File: config.mk
export PLATFORM = sky130hd
export DESIGN_NAME = swhp_port
export DESIGN_NICKNAME = d
export VERILOG_FILES = /design/src/verilog/swhp_pkg.sv /design/src/verilog/swhp_port.sv
export SDC_FILE = /design/constraint.sdc
export NUM_CORES = 1
export LEC_CHECK = 0
export ABC_AREA = 1
export BUFFER_PORTS_ARGS = -buffer_cell sky130_fd_sc_hd__buf_2
export CAP_MARGIN = 20
export CORE_ASPECT_RATIO = 1.4
export CORE_MARGIN = 10
export CORE_UTILIZATION = 43
export CTS_BUF_LIST = sky130_fd_sc_hd__clkbuf_16
export CTS_CLUSTER_DIAMETER = 120
export DETAILED_ROUTE_END_ITERATION = 16
export GPL_TIMING_DRIVEN = 0
export PLACE_DENSITY = 0.75
export SETUP_SLACK_MARGIN = 0.5
export SLEW_MARGIN = 10
export SYNTH_ARGS = -nofsm -noshare
export SYNTH_HDL_FRONTEND = slang
export SYNTH_SLANG_ARGS = --single-unit
File: constraint.sdc
create_clock -name sys_clk_i -period 1.4 [get_ports sys_clk_i]
set_input_delay 0.07 -clock sys_clk_i [delete_from_list [all_inputs] [get_ports sys_clk_i]]
set_output_delay 0.07 -clock sys_clk_i [all_outputs]
set_load 0.005 [all_outputs]
File: src/verilog/swhp_pkg.sv
// Purpose: Constants and types for the single-wire host port
// Assumes: 20 MHz system clock, Avalon-MM register access
// Notes:   Register offsets are byte addresses, one 32-bit word each
package swhp_pkg;

	// ------------------------------------------------------------
	// Timing
	// ------------------------------------------------------------
	localparam int unsigned SWHP_CLK_HZ       = 20_000_000;
	localparam int unsigned SWHP_BIT_RATE_BPS = 16_400;
	// Least spacing between bit starts, rounded up to whole cycles
	localparam int unsigned SWHP_SLOT_CYC     = (SWHP_CLK_HZ + SWHP_BIT_RATE_BPS - 1) / SWHP_BIT_RATE_BPS;
	localparam int unsigned SWHP_SLOT_W       = 16;

	// ------------------------------------------------------------
	// Register map
	// ------------------------------------------------------------
	localparam logic [3:0] SWHP_OFF_CTRL = 4'h0;
	localparam logic [3:0] SWHP_OFF_BUS  = 4'h4;
	localparam logic [3:0] SWHP_OFF_DIR  = 4'h8;
	localparam logic [3:0] SWHP_OFF_STAT = 4'hc;

	localparam int unsigned SWHP_CTRL_MODE_LSB = 0;
	localparam int unsigned SWHP_CTRL_SPU_BIT  = 2;
	localparam int unsigned SWHP_CTRL_PROG_BIT = 3;
	localparam int unsigned SWHP_BUS_BIT       = 0;
	localparam int unsigned SWHP_DIR_BIT       = 0;
	localparam int unsigned SWHP_STAT_LEVEL    = 0;
	localparam int unsigned SWHP_STAT_REL      = 1;
	localparam int unsigned SWHP_STAT_LOCK     = 2;
	localparam int unsigned SWHP_STAT_BUSY     = 3;

	localparam logic        SWHP_RST_BUS_BIT   = 1'b1;
	localparam logic        SWHP_RST_DIR_BIT   = 1'b0;
	localparam logic        SWHP_RST_PIN_LATCH = 1'b0;

	// ------------------------------------------------------------
	// Types
	// ------------------------------------------------------------
	typedef enum logic [1:0] {
		SWHP_MODE_BIDIR = 2'b00,
		SWHP_MODE_PDIR  = 2'b01,
		SWHP_MODE_FIXED = 2'b10,
		SWHP_MODE_RSVD  = 2'b11
	} swhp_mode_e;

	typedef struct packed {
		swhp_mode_e             mode;
		logic                   spu;
		logic                   prog;
		logic                   bus_bit;
		logic                   dir_bit;
		logic                   pin_latch;
		logic                   drv_oe;
		logic                   fix_drv;
		logic                   fix_oe;
		logic                   fix_lock;
		logic [SWHP_SLOT_W-1:0] slot_cnt;
		logic                   bus_s1;
		logic                   bus_s2;
		logic                   fin_s1;
		logic                   fin_s2;
		logic                   rd_pend;
		logic [31:0]            rdata;
	} swhp_state_s;

endpackage

File: src/verilog/swhp_port.sv
// Purpose: Host port logic for an open-drain single-wire memory button bus
// Assumes: Avalon-MM slave, byte address on avs_address_i, 20 MHz clock
// Notes:   Three port styles selectable by mode; aux supply controls included
//
// Behaviour
// - Writing zero to the bidirectional port bit pulls the bus strongly low.
// - Writing one releases the line so the external pull-up sets the level.
// - Reading the port bit returns the live line level, one high, zero low.
// - The bit must hold one, line released, before the line is sampled.
// - Programmable-direction output latch holds zero from power-up, so output drives low.
// - Programmable-direction bus output goes through the direction bit, inverted.
// - Programmable-direction bus input reads the pin level itself.
// - Fixed-direction output pin carries the complement of the bus bit.
// - Fixed-direction bus level is read from the dedicated input pin.
// - Once used as output, the fixed output pin stays output until reset.
// - Two extra outputs control the programming supply and strong pull-up, isolated.
// - Bit starts are spaced no closer than the full bus signalling rate.
`timescale 1ns/1ns
`default_nettype none

module swhp_port #(
	parameter int unsigned SLOT_CYC = swhp_pkg::SWHP_SLOT_CYC
) (
	input  wire logic        sys_clk_i,
	input  wire logic        nrst_i,
	input  wire logic [3:0]  avs_address_i,
	input  wire logic        avs_read_i,
	input  wire logic        avs_write_i,
	input  wire logic [31:0] avs_writedata_i,
	input  wire logic [3:0]  avs_byteenable_i,
	output logic      [31:0] avs_readdata_o,
	output logic             avs_waitrequest_o,
	input  wire logic        owb_i,
	output logic             owb_o,
	output logic             owb_oe_o,
	output logic             fix_out_o,
	output logic             fix_out_oe_o,
	input  wire logic        fix_in_i,
	output logic             spu_en_o,
	output logic             prog_en_o
);
	import swhp_pkg::*;

	// ------------------------------------------------------------
	// State
	// ------------------------------------------------------------
	swhp_state_s s_r;
	swhp_state_s s_nxt;

	logic       live_level;
	logic       sel_ctrl;
	logic       sel_bus;
	logic       sel_dir;
	logic       sel_stat;
	logic       wr_hold;
	logic       wr_ok;
	logic       wbit;
	logic       new_low;
	logic       prog_req;
	logic       spu_req;
	swhp_mode_e mode_req;

	// ------------------------------------------------------------
	// Decode
	// ------------------------------------------------------------
	assign sel_ctrl = (avs_address_i == SWHP_OFF_CTRL);
	assign sel_bus  = (avs_address_i == SWHP_OFF_BUS);
	assign sel_dir  = (avs_address_i == SWHP_OFF_DIR);
	assign sel_stat = (avs_address_i == SWHP_OFF_STAT);
	assign wbit     = avs_writedata_i[SWHP_BUS_BIT];

	// Fixed mode reads the dedicated input, others the line itself
	assign live_level = (s_r.mode == SWHP_MODE_FIXED) ? s_r.fin_s2 : s_r.bus_s2;

	// A new low start waits out the remaining slot time
	assign new_low = avs_write_i && sel_bus && avs_byteenable_i[0] && !wbit && s_r.bus_bit;
	assign wr_hold = new_low && (s_r.slot_cnt != '0);
	assign wr_ok   = avs_write_i && !wr_hold;

	// Reads take one wait cycle so read data comes from a register
	assign avs_waitrequest_o = (avs_read_i && !s_r.rd_pend) || wr_hold;
	assign avs_readdata_o    = s_r.rdata;

	assign mode_req = swhp_mode_e'(avs_writedata_i[SWHP_CTRL_MODE_LSB +: $bits(swhp_mode_e)]);
	assign prog_req = avs_writedata_i[SWHP_CTRL_PROG_BIT];
	assign spu_req  = avs_writedata_i[SWHP_CTRL_SPU_BIT] && !prog_req;

	// ------------------------------------------------------------
	// Next state
	// ------------------------------------------------------------
	always_comb begin
		s_nxt = s_r;

		// Pin synchronisers
		s_nxt.bus_s1 = owb_i;
		s_nxt.bus_s2 = s_r.bus_s1;
		s_nxt.fin_s1 = fix_in_i;
		s_nxt.fin_s2 = s_r.fin_s1;

		// Output data latch stays low for every drive cycle
		s_nxt.pin_latch = SWHP_RST_PIN_LATCH;

		if (s_r.slot_cnt != '0) begin
			s_nxt.slot_cnt = s_r.slot_cnt - 1'b1;
		end

		if (wr_ok && avs_byteenable_i[0]) begin
			if (sel_ctrl) begin
				// Mode is frozen once the fixed output has been used
				if (!s_r.fix_lock && mode_req != SWHP_MODE_RSVD) begin
					s_nxt.mode = mode_req;
				end
				s_nxt.prog = prog_req;
				s_nxt.spu  = spu_req;
			end
			if (sel_bus) begin
				s_nxt.bus_bit = wbit;
				if (new_low) begin
					s_nxt.slot_cnt = SWHP_SLOT_W'(SLOT_CYC);
				end
				case (s_r.mode)
					SWHP_MODE_PDIR: begin
						s_nxt.dir_bit = !wbit;
					end
					SWHP_MODE_FIXED: begin
						s_nxt.fix_oe   = 1'b1;
						s_nxt.fix_lock = 1'b1;
					end
					default: begin
						s_nxt.dir_bit = s_r.dir_bit;
					end
				endcase
			end
		end

		// Pin drives, released while the programming supply is on
		case (s_nxt.mode)
			SWHP_MODE_BIDIR: begin
				s_nxt.drv_oe  = !s_nxt.bus_bit;
				s_nxt.fix_drv = 1'b0;
			end
			SWHP_MODE_PDIR: begin
				s_nxt.drv_oe  = s_nxt.dir_bit;
				s_nxt.fix_drv = 1'b0;
			end
			SWHP_MODE_FIXED: begin
				s_nxt.drv_oe  = 1'b0;
				s_nxt.fix_drv = !s_nxt.bus_bit;
			end
			default: begin
				s_nxt.drv_oe  = 1'b0;
				s_nxt.fix_drv = 1'b0;
			end
		endcase
		if (s_nxt.prog) begin
			s_nxt.drv_oe  = 1'b0;
			s_nxt.fix_drv = 1'b0;
		end

		// Register read path
		s_nxt.rd_pend = avs_read_i && !s_r.rd_pend;
		if (avs_read_i && !s_r.rd_pend) begin
			s_nxt.rdata = '0;
			if (sel_ctrl) begin
				s_nxt.rdata[SWHP_CTRL_MODE_LSB +: $bits(swhp_mode_e)] = s_r.mode;
				s_nxt.rdata[SWHP_CTRL_SPU_BIT]       = s_r.spu;
				s_nxt.rdata[SWHP_CTRL_PROG_BIT]      = s_r.prog;
			end
			if (sel_bus) begin
				s_nxt.rdata[SWHP_BUS_BIT] = live_level;
			end
			if (sel_dir) begin
				s_nxt.rdata[SWHP_DIR_BIT] = s_r.dir_bit;
			end
			if (sel_stat) begin
				s_nxt.rdata[SWHP_STAT_LEVEL] = live_level;
				s_nxt.rdata[SWHP_STAT_REL]   = s_r.bus_bit;
				s_nxt.rdata[SWHP_STAT_LOCK]  = s_r.fix_lock;
				s_nxt.rdata[SWHP_STAT_BUSY]  = (s_r.slot_cnt != '0);
			end
		end
	end

	// ------------------------------------------------------------
	// Registers
	// ------------------------------------------------------------
	always_ff @(posedge sys_clk_i or negedge nrst_i) begin
		if (!nrst_i) begin
			s_r.mode      <= SWHP_MODE_BIDIR;
			s_r.spu       <= 1'b0;
			s_r.prog      <= 1'b0;
			s_r.bus_bit   <= SWHP_RST_BUS_BIT;
			s_r.dir_bit   <= SWHP_RST_DIR_BIT;
			s_r.pin_latch <= SWHP_RST_PIN_LATCH;
			s_r.drv_oe    <= 1'b0;
			s_r.fix_drv   <= 1'b0;
			s_r.fix_oe    <= 1'b0;
			s_r.fix_lock  <= 1'b0;
			s_r.slot_cnt  <= '0;
			s_r.bus_s1    <= 1'b0;
			s_r.bus_s2    <= 1'b0;
			s_r.fin_s1    <= 1'b0;
			s_r.fin_s2    <= 1'b0;
			s_r.rd_pend   <= 1'b0;
			s_r.rdata     <= '0;
		end else begin
			s_r <= s_nxt;
		end
	end

	// ------------------------------------------------------------
	// Pins
	// ------------------------------------------------------------
	assign owb_o        = s_r.pin_latch;
	assign owb_oe_o     = s_r.drv_oe;
	assign fix_out_o    = s_r.fix_drv;
	assign fix_out_oe_o = s_r.fix_oe;
	assign spu_en_o     = s_r.spu;
	assign prog_en_o    = s_r.prog;
endmodule

`default_nettype wire

==> results.json, run 1 <==
{
  "outcome": "complete, but fails checks",
  "violations": "hold timing, setup timing",
  "ys_types": 36,
  "tightestPinTransition_ns": 0.759,
  "worst_slack_ns": -0.192,
  "clock_path_buffers": 2,
  "routed_wirelength_um": 4920,
  "dieArea_um2": 7940,
  "drt_iter0_drc": 86,
  "grt-ovfl-total": 0,
  "start_util": 0.446,
  "power_mw": 3.55,
  "drcViolationCount": 0,
  "synthArstFlopShare": 1.00,
  "grt_max_degree": 35,
  "critPathRequiredTime_ns": 1.56,
  "via_count": 1766,
  "yosys_warnings": 0,
  "rows": 29,
  "rsz0062_at_grt": "yes",
  "fin_hold_ws_ns": -0.133,
  "synth_edf_count": 0,
  "ys_seq_area_frac": 0.418,
  "dp_hpwl_um": 3240,
  "synth_area_um2": 2040,
  "die_h_um": 102,
  "clock-sinks": 34,
  "cts_made_buffers": 5,
  "viasPerCell": 4.38,
  "nets": 387,
  "muxShareOfSynthArea": 0,
  "maxCapViolCount": 0,
  "hold_violations": 33,
  "cts_root_buffer": "clkbuf_16",
  "fin_crit_ns": 1.59,
  "port_buffers": 24,
  "layout_commonest_cell": "buf_4",
  "arrival_ns": 1.75,
  "dpl_cell_area_um2": 2380,
  "synth_xor_area_frac": 0.0386,
  "avgSynthCellArea_um2": 8.16,
  "slew_viol_final": 0,
  "synthFlopType": "dfrtp_1",
  "area_growth_pct": 44.8,
  "synth_seq_cells": 34,
  "pin_count": 85,
  "final-setup-viol-count": 24,
  "hold_class": "in2async",
  "max-slew-margin-rel": 0.494,
  "ant_nets": 0,
  "postCtsHoldBufs": 2,
  "yosys.area_share.simple": 0.262,
  "final_cell_mix": "54 x buf_4, 38 x nand2_1, 30 x dfrtp_1",
  "max-vdd-ir-drop_mv": 0.927,
  "drive_gt1_frac": 0.452,
  "antenna_found_initial": 0,
  "die_w_um": 78.2,
  "num_antenna_cells": 0,
  "clkLatencyLatePin_ns": 0.28,
  "reg2reg_depth": 10,
  "pwr_density_cell_nw_per_um2": 1200,
  "crit_path_start_kind": "flip-flop",
  "post-place-ws_ns": -0.263,
  "critPathKind": "reg2reg",
  "cts_tree": "done",
  "stdcell_area_um2": 2950,
  "synth_top_family_by_area": "simple AND/OR/NAND/NOR gates",
  "synthAdderAreaFrac": 0.00613,
  "gp_congestion": 0.857,
  "core_area_um2": 4570,
  "first_pass_iters": 4,
  "grt_pass1_wl_um": 7190,
  "final_core_util": 0.646,
  "grt_pass1_vias": 1599,
  "fmax_mhz": 628,
  "htreeDepth": 2,
  "layoutNonFillerInstCount": 403,
  "synth_compound_area_frac": 0.0791,
  "wire_per_inst_um": 12.2,
  "syn_inst": 250,
  "fin_skew_ns": 0.00602,
  "tns_ns": -2.73,
  "clkTransAtPathRegs_ns": 0.05,
  "p_leak_nw": 1.55,
  "dp_cells": 364,
  "post-route-period-util": 1.14,
  "grt.total_usage": 0.112,
  "fillers": 393,
  "cp-end-kind": "flip-flop",
  "critPathMaxFanout": 5
}
==> worst paths after layout <==
check | start | to | slack [ns]
setup / recovery | s_r[37]$_DFF_PN0_ | s_r[50]$_DFF_PN0_ | -0.19
hold / removal | nrst_i | s_r[48]$_DFF_PN0_ | -0.13
setup reg to reg | s_r[37]$_DFF_PN0_ | s_r[50]$_DFF_PN0_ | -0.19
hold reg to reg | s_nxt[33]$_DFF_PN0_ | s_r[33]$_DFF_PN0_ | 0.35
max in group asynchronous | nrst_i | s_r[63]$_DFF_PN0_ | 1.00
min in group sys_clk_i | avs_writedata_i[2] | spu_en_o$_DFFE_PN0P_ | 0.06
==> registers in the layout, indices dropped and copies added, names as in the netlist <==
register        count
prog_en_o           1
avs_readdata_o      4
fix_out_o           1
spu_en_o            1
s_r                24
owb_oe_o            1
s_nxt               2
==> critical path, cell delays in order, from the launching register on <==
cell	delay [ns]
dfrtp_1	0.36
inv_2	0.06
ha_4	0.17
nand2_4	0.09
nor2_8	0.04
nand3_4	0.14
buf_6	0.12
nand2_4	0.06
nor2_4	0.18
nand3_1	0.12
xnor2_1	0.15
==> metal layers <==
layer,track usage,routed length (µm),vias up
met3,0.0417,305,8
li1,-,-,893
met5,0,0,-
met4,0.0484,83,0
met2,0.205,2760,55
met1,0.111,1770,810
==> cells in the mapped netlist, drive strengths merged, types with 3 or more instances <==
cell type | count | area share
inv | 37 | 0.068
nand2 | 53 | 0.11
a21oi | 4 | 0.012
nand3 | 12 | 0.038
nor2 | 34 | 0.084
nand4 | 4 | 0.012
buf | 34 | 0.13
xor2 | 4 | 0.017
dfrtp | 33 | 0.40
a31oi | 3 | 0.0092
xnor2 | 5 | 0.021
o21ai | 13 | 0.034
==> what timing repair did <==
item / CTS / global route
endpoints found under the setup margin: 33 / 37
buffers inserted: 14 / 15
pin swaps: 8 / 16
resized for setup: 23 / 31
endpoints found under the hold margin: 35 / 33
==> where the power goes <==
part | switching [mW] | internal, mW | total, mW
sequential | 0.191 | 1.17 | 1.36
combinational | 0.568 | 0.594 | 1.16
clock | 0.386 | 0.642 | 1.03
==> area by class of cell <==
class | count | area (µm²) | area share
clock buffer | 5 | 125 | 0.0424
timing repair buffer | 55 | 408 | 0.138
sequential | 34 | 856 | 0.290
clock inverter | 3 | 12.5 | 0.00424
tap | 62 | 77.6 | 0.0263
buffer | 34 | 270 | 0.0915
multi-input combinational | 172 | 1060 | 0.358
inverter | 38 | 146 | 0.0496
==> cell families (layout without fill, tap and decap cells) <==
kind of cell | Yosys count | count (layout)
and+or+nand+nor | 107 | 107
buffers and inverters | 72 | 135
DFF | 34 | 34
AOI/OAI and AO/OA | 26 | 26
xor gates and xnor gates | 9 | 9
adders and majority gates | 1 | 1
other | 1 | 29
Note: power is estimated with default switching activity, not from simulation.
==> run 2, diff against run 1 <==
--- a/config.mk
+++ b/config.mk
@@ -8,14 +8,16 @@
 export ABC_AREA = 1
 export BUFFER_PORTS_ARGS = -buffer_cell sky130_fd_sc_hd__buf_2
 export CAP_MARGIN = 20
+export CELL_PAD_IN_SITES_DETAIL_PLACEMENT = 1
+export CELL_PAD_IN_SITES_GLOBAL_PLACEMENT = 2
 export CORE_ASPECT_RATIO = 1.4
 export CORE_MARGIN = 10
-export CORE_UTILIZATION = 43
+export CORE_UTILIZATION = 24
 export CTS_BUF_LIST = sky130_fd_sc_hd__clkbuf_16
 export CTS_CLUSTER_DIAMETER = 120
 export DETAILED_ROUTE_END_ITERATION = 16
 export GPL_TIMING_DRIVEN = 0
-export PLACE_DENSITY = 0.75
+export PLACE_DENSITY = 0.76
 export SETUP_SLACK_MARGIN = 0.5
 export SLEW_MARGIN = 10
 export SYNTH_ARGS = -nofsm -noshare
==> run 2 against run 1 <==
Net effect: the run still ends with hold timing, setup timing left; die area grew 59%; critical path depth is 2 lower; wire length grew 10%; setup slack improved by 0.010 ns; clock skew shrank 0.0016 ns; clock power is essentially flat; register-to-register slack better by 0.02 ns; hold slack better by 0.018 ns; combinational power is 9% lower; utilization down 29 points; via count up 2.5%; critical path type is now reg2out; critical endpoint is now avs_waitrequest_o.
==> results.json, run 2 (synthesized netlist as in run 1, its figures left out) <==
{
  "outcome": "complete, but fails checks",
  "violations": "hold timing, setup timing",
  "num_antenna_cells": 0,
  "wl_met3_um": 304,
  "max-slew-margin-rel": 0.453,
  "regMostFlops": "s_r",
  "grt_pass1_wl_um": 8890,
  "port_buffers": 24,
  "rsz0062_at_grt": "yes",
  "critPathKind": "reg2out",
  "pin_count": 85,
  "start_util": 0.247,
  "met2WireLength_um": 3070,
  "clkTransAtPathRegs_ns": 0.05,
  "fmax_mhz": 632,
  "via_count": 1810,
  "final-setup-viol-count": 22,
  "power_mw": 3.46,
  "layout_commonest_cell": "buf_4",
  "area_growth_pct": 42.9,
  "drive_gt1_frac": 0.428,
  "grt_pass1_vias": 1956,
  "clkPwrFrac": 0.300,
  "p_comb_frac": 0.305,
  "maxCapViolCount": 0,
  "antenna_found_initial": 0,
  "cts_tree": "done",
  "worst_slack_ns": -0.182,
  "cp-end-kind": "output port",
  "hold_violations": 33,
  "ant_nets": 0,
  "crit_path_start_kind": "flip-flop",
  "dieArea_um2": 12600,
  "viasPerCell": 4.15,
  "die_w_um": 97.9,
  "postCtsHoldBufs": 2,
  "crit_slowest_cell": "dfrtp_1",
  "gp_congestion": 0.720,
  "routed_wirelength_um": 5430,
  "p_sw_frac": 0.329,
  "wire_per_inst_um": 12.5,
  "fin_crit_ns": 1.58,
  "fin_hold_ws_ns": -0.115,
  "grt_max_degree": 35,
  "critical-path-max-stage-delay_ns": 0.38,
  "die_h_um": 129,
  "layoutNonFillerInstCount": 436,
  "tns_ns": -2.11,
  "drcViolationCount": 0,
  "critPathMaxFanout": 6,
  "clock_path_buffers": 2,
  "hold_class": "in2async",
  "cp_cell_sequence": "inv_2 > ha_4 > nand2_4 > nor2_8 > nand3_4 > nand2_8 > nand2_2 > buf_6",
  "nets": 380,
  "dpl_cell_area_um2": 2430,
  "core_area_um2": 8250,
  "fin_skew_ns": 0.00446,
  "first_pass_iters": 4,
  "cp_top_family": "simple AND/OR/NAND/NOR gates",
  "seq_power_share": 0.394,
  "htreeDepth": 2,
  "stdcell_area_um2": 2920,
  "rows": 39,
  "slew_viol_final": 0,
  "critPathRequiredTime_ns": 1.33,
  "cts_root_buffer": "clkbuf_16",
  "clkLatencyLatePin_ns": 0.28,
  "p_int_mw": 2.32,
  "grt.total_usage": 0.0854,
  "netSwitchingPower_mw": 1.14,
  "clock-sinks": 34,
  "drt_iter0_drc": 26,
  "cts_made_buffers": 5,
  "max-vdd-ir-drop_mv": 0.447,
  "arrival_ns": 1.51,
  "final_cell_mix": "51 x buf_4, 38 x nand2_1, 31 x dfrtp_1",
  "pwr_density_cell_nw_per_um2": 1190,
  "dp_cells": 404,
  "cp_num_buf_inv": 2,
  "top_layer": "met4",
  "post-route-period-util": 1.13,
  "grt-ovfl-total": 0,
  "largest_reg_flops": 24,
  "dp_hpwl_um": 4060,
  "tightestPinTransition_ns": 0.821,
  "met1_length_um": 1940,
  "p_leak_nw": 1.50
}
## run 2: cell count changes in the layout (fill, tap and decap cells not counted), moves of 2 or more
cell,change
o21ai_2,-2
buf_4,-3
o31ai_2,-2
nor2_2,+2
buf_6,-4
nand2_4,-2
nand2_2,+2
## run 2: routing by layer
layer / vias up / global-route usage
met2: 42 / 0.170
met1: 877 / 0.0748
met4: 0 / 0.0403
met5: - / 0
met3: 10 / 0.0271
li1: 881 / -
## run 2: final timing paths
kind                                     start                   end  slack (ns)  cells past startpoint
max in group asynchronous               nrst_i     s_r[40]$_DFF_PN0_        0.94                      1
min in group sys_clk_i      avs_writedata_i[2]  spu_en_o$_DFFE_PN0P_        0.07                      3
min                                     nrst_i   s_r[53]$_DFFE_PN0P_       -0.11                      1
max                          s_r[37]$_DFF_PN0_     avs_waitrequest_o       -0.18                      8
max reg2reg                  s_r[37]$_DFF_PN0_    owb_oe_o$_DFF_PN0_       -0.17                     10
min reg2reg                s_nxt[35]$_DFF_PN0_     s_r[35]$_DFF_PN0_        0.35                      0
## run 2: area by class of cell
cell class | instances | area, µm²
plain buffers | 34 | 270
clock buffers | 5 | 125
clock inverters | 3 | 12.5
fillers | 993 | 5330
inverters | 38 | 151
multi-input cells | 172 | 1030
flip-flops and latches | 34 | 855
well taps | 102 | 128
repair buffers | 48 | 340
## run 2: power by group through the flow
stage,logic [mW],registers (mW),clock network [mW]
CTS,0.977,1.35,1.08
global route,1.18,1.39,1.11
global placement,0.807,1.35,0
finish,1.06,1.36,1.04
detailed placement,0.838,1.35,0
floorplan,0.645,1.31,0
## run 2: per-stage QoR
| stage | worst slack, ns | util |
|---|---|---|
| after global placement | -0.281 | 0.294 |
| after CTS | -0.191 | 0.340 |
| after detailed placement | -0.296 | 0.294 |
| after global routing | -0.267 | 0.354 |
| final | -0.182 | 0.354 |
| after floorplan | -0.0561 | - |
## run 2: repair_timing
| action | 4_1_cts | 5_1_grt |
|---|---|---|
| setup buffers | 13 | 9 |
| hold endpoints to repair | 35 | 33 |
| endpoints found under the setup margin | 34 | 36 |
| pin swaps | 12 | 6 |
| gates resized for setup | 30 | 15 |
## run 2: worst reg2reg max path, delay by kind of cell, from the launching register on
kind | cells | cell delay [ns]
and+or+nand+nor | 6 | 0.62
DFF | 1 | 0.38
buffers and inverters | 1 | 0.08
AOI/OAI and AO/OA | 2 | 0.26
adders and majority gates | 1 | 0.15
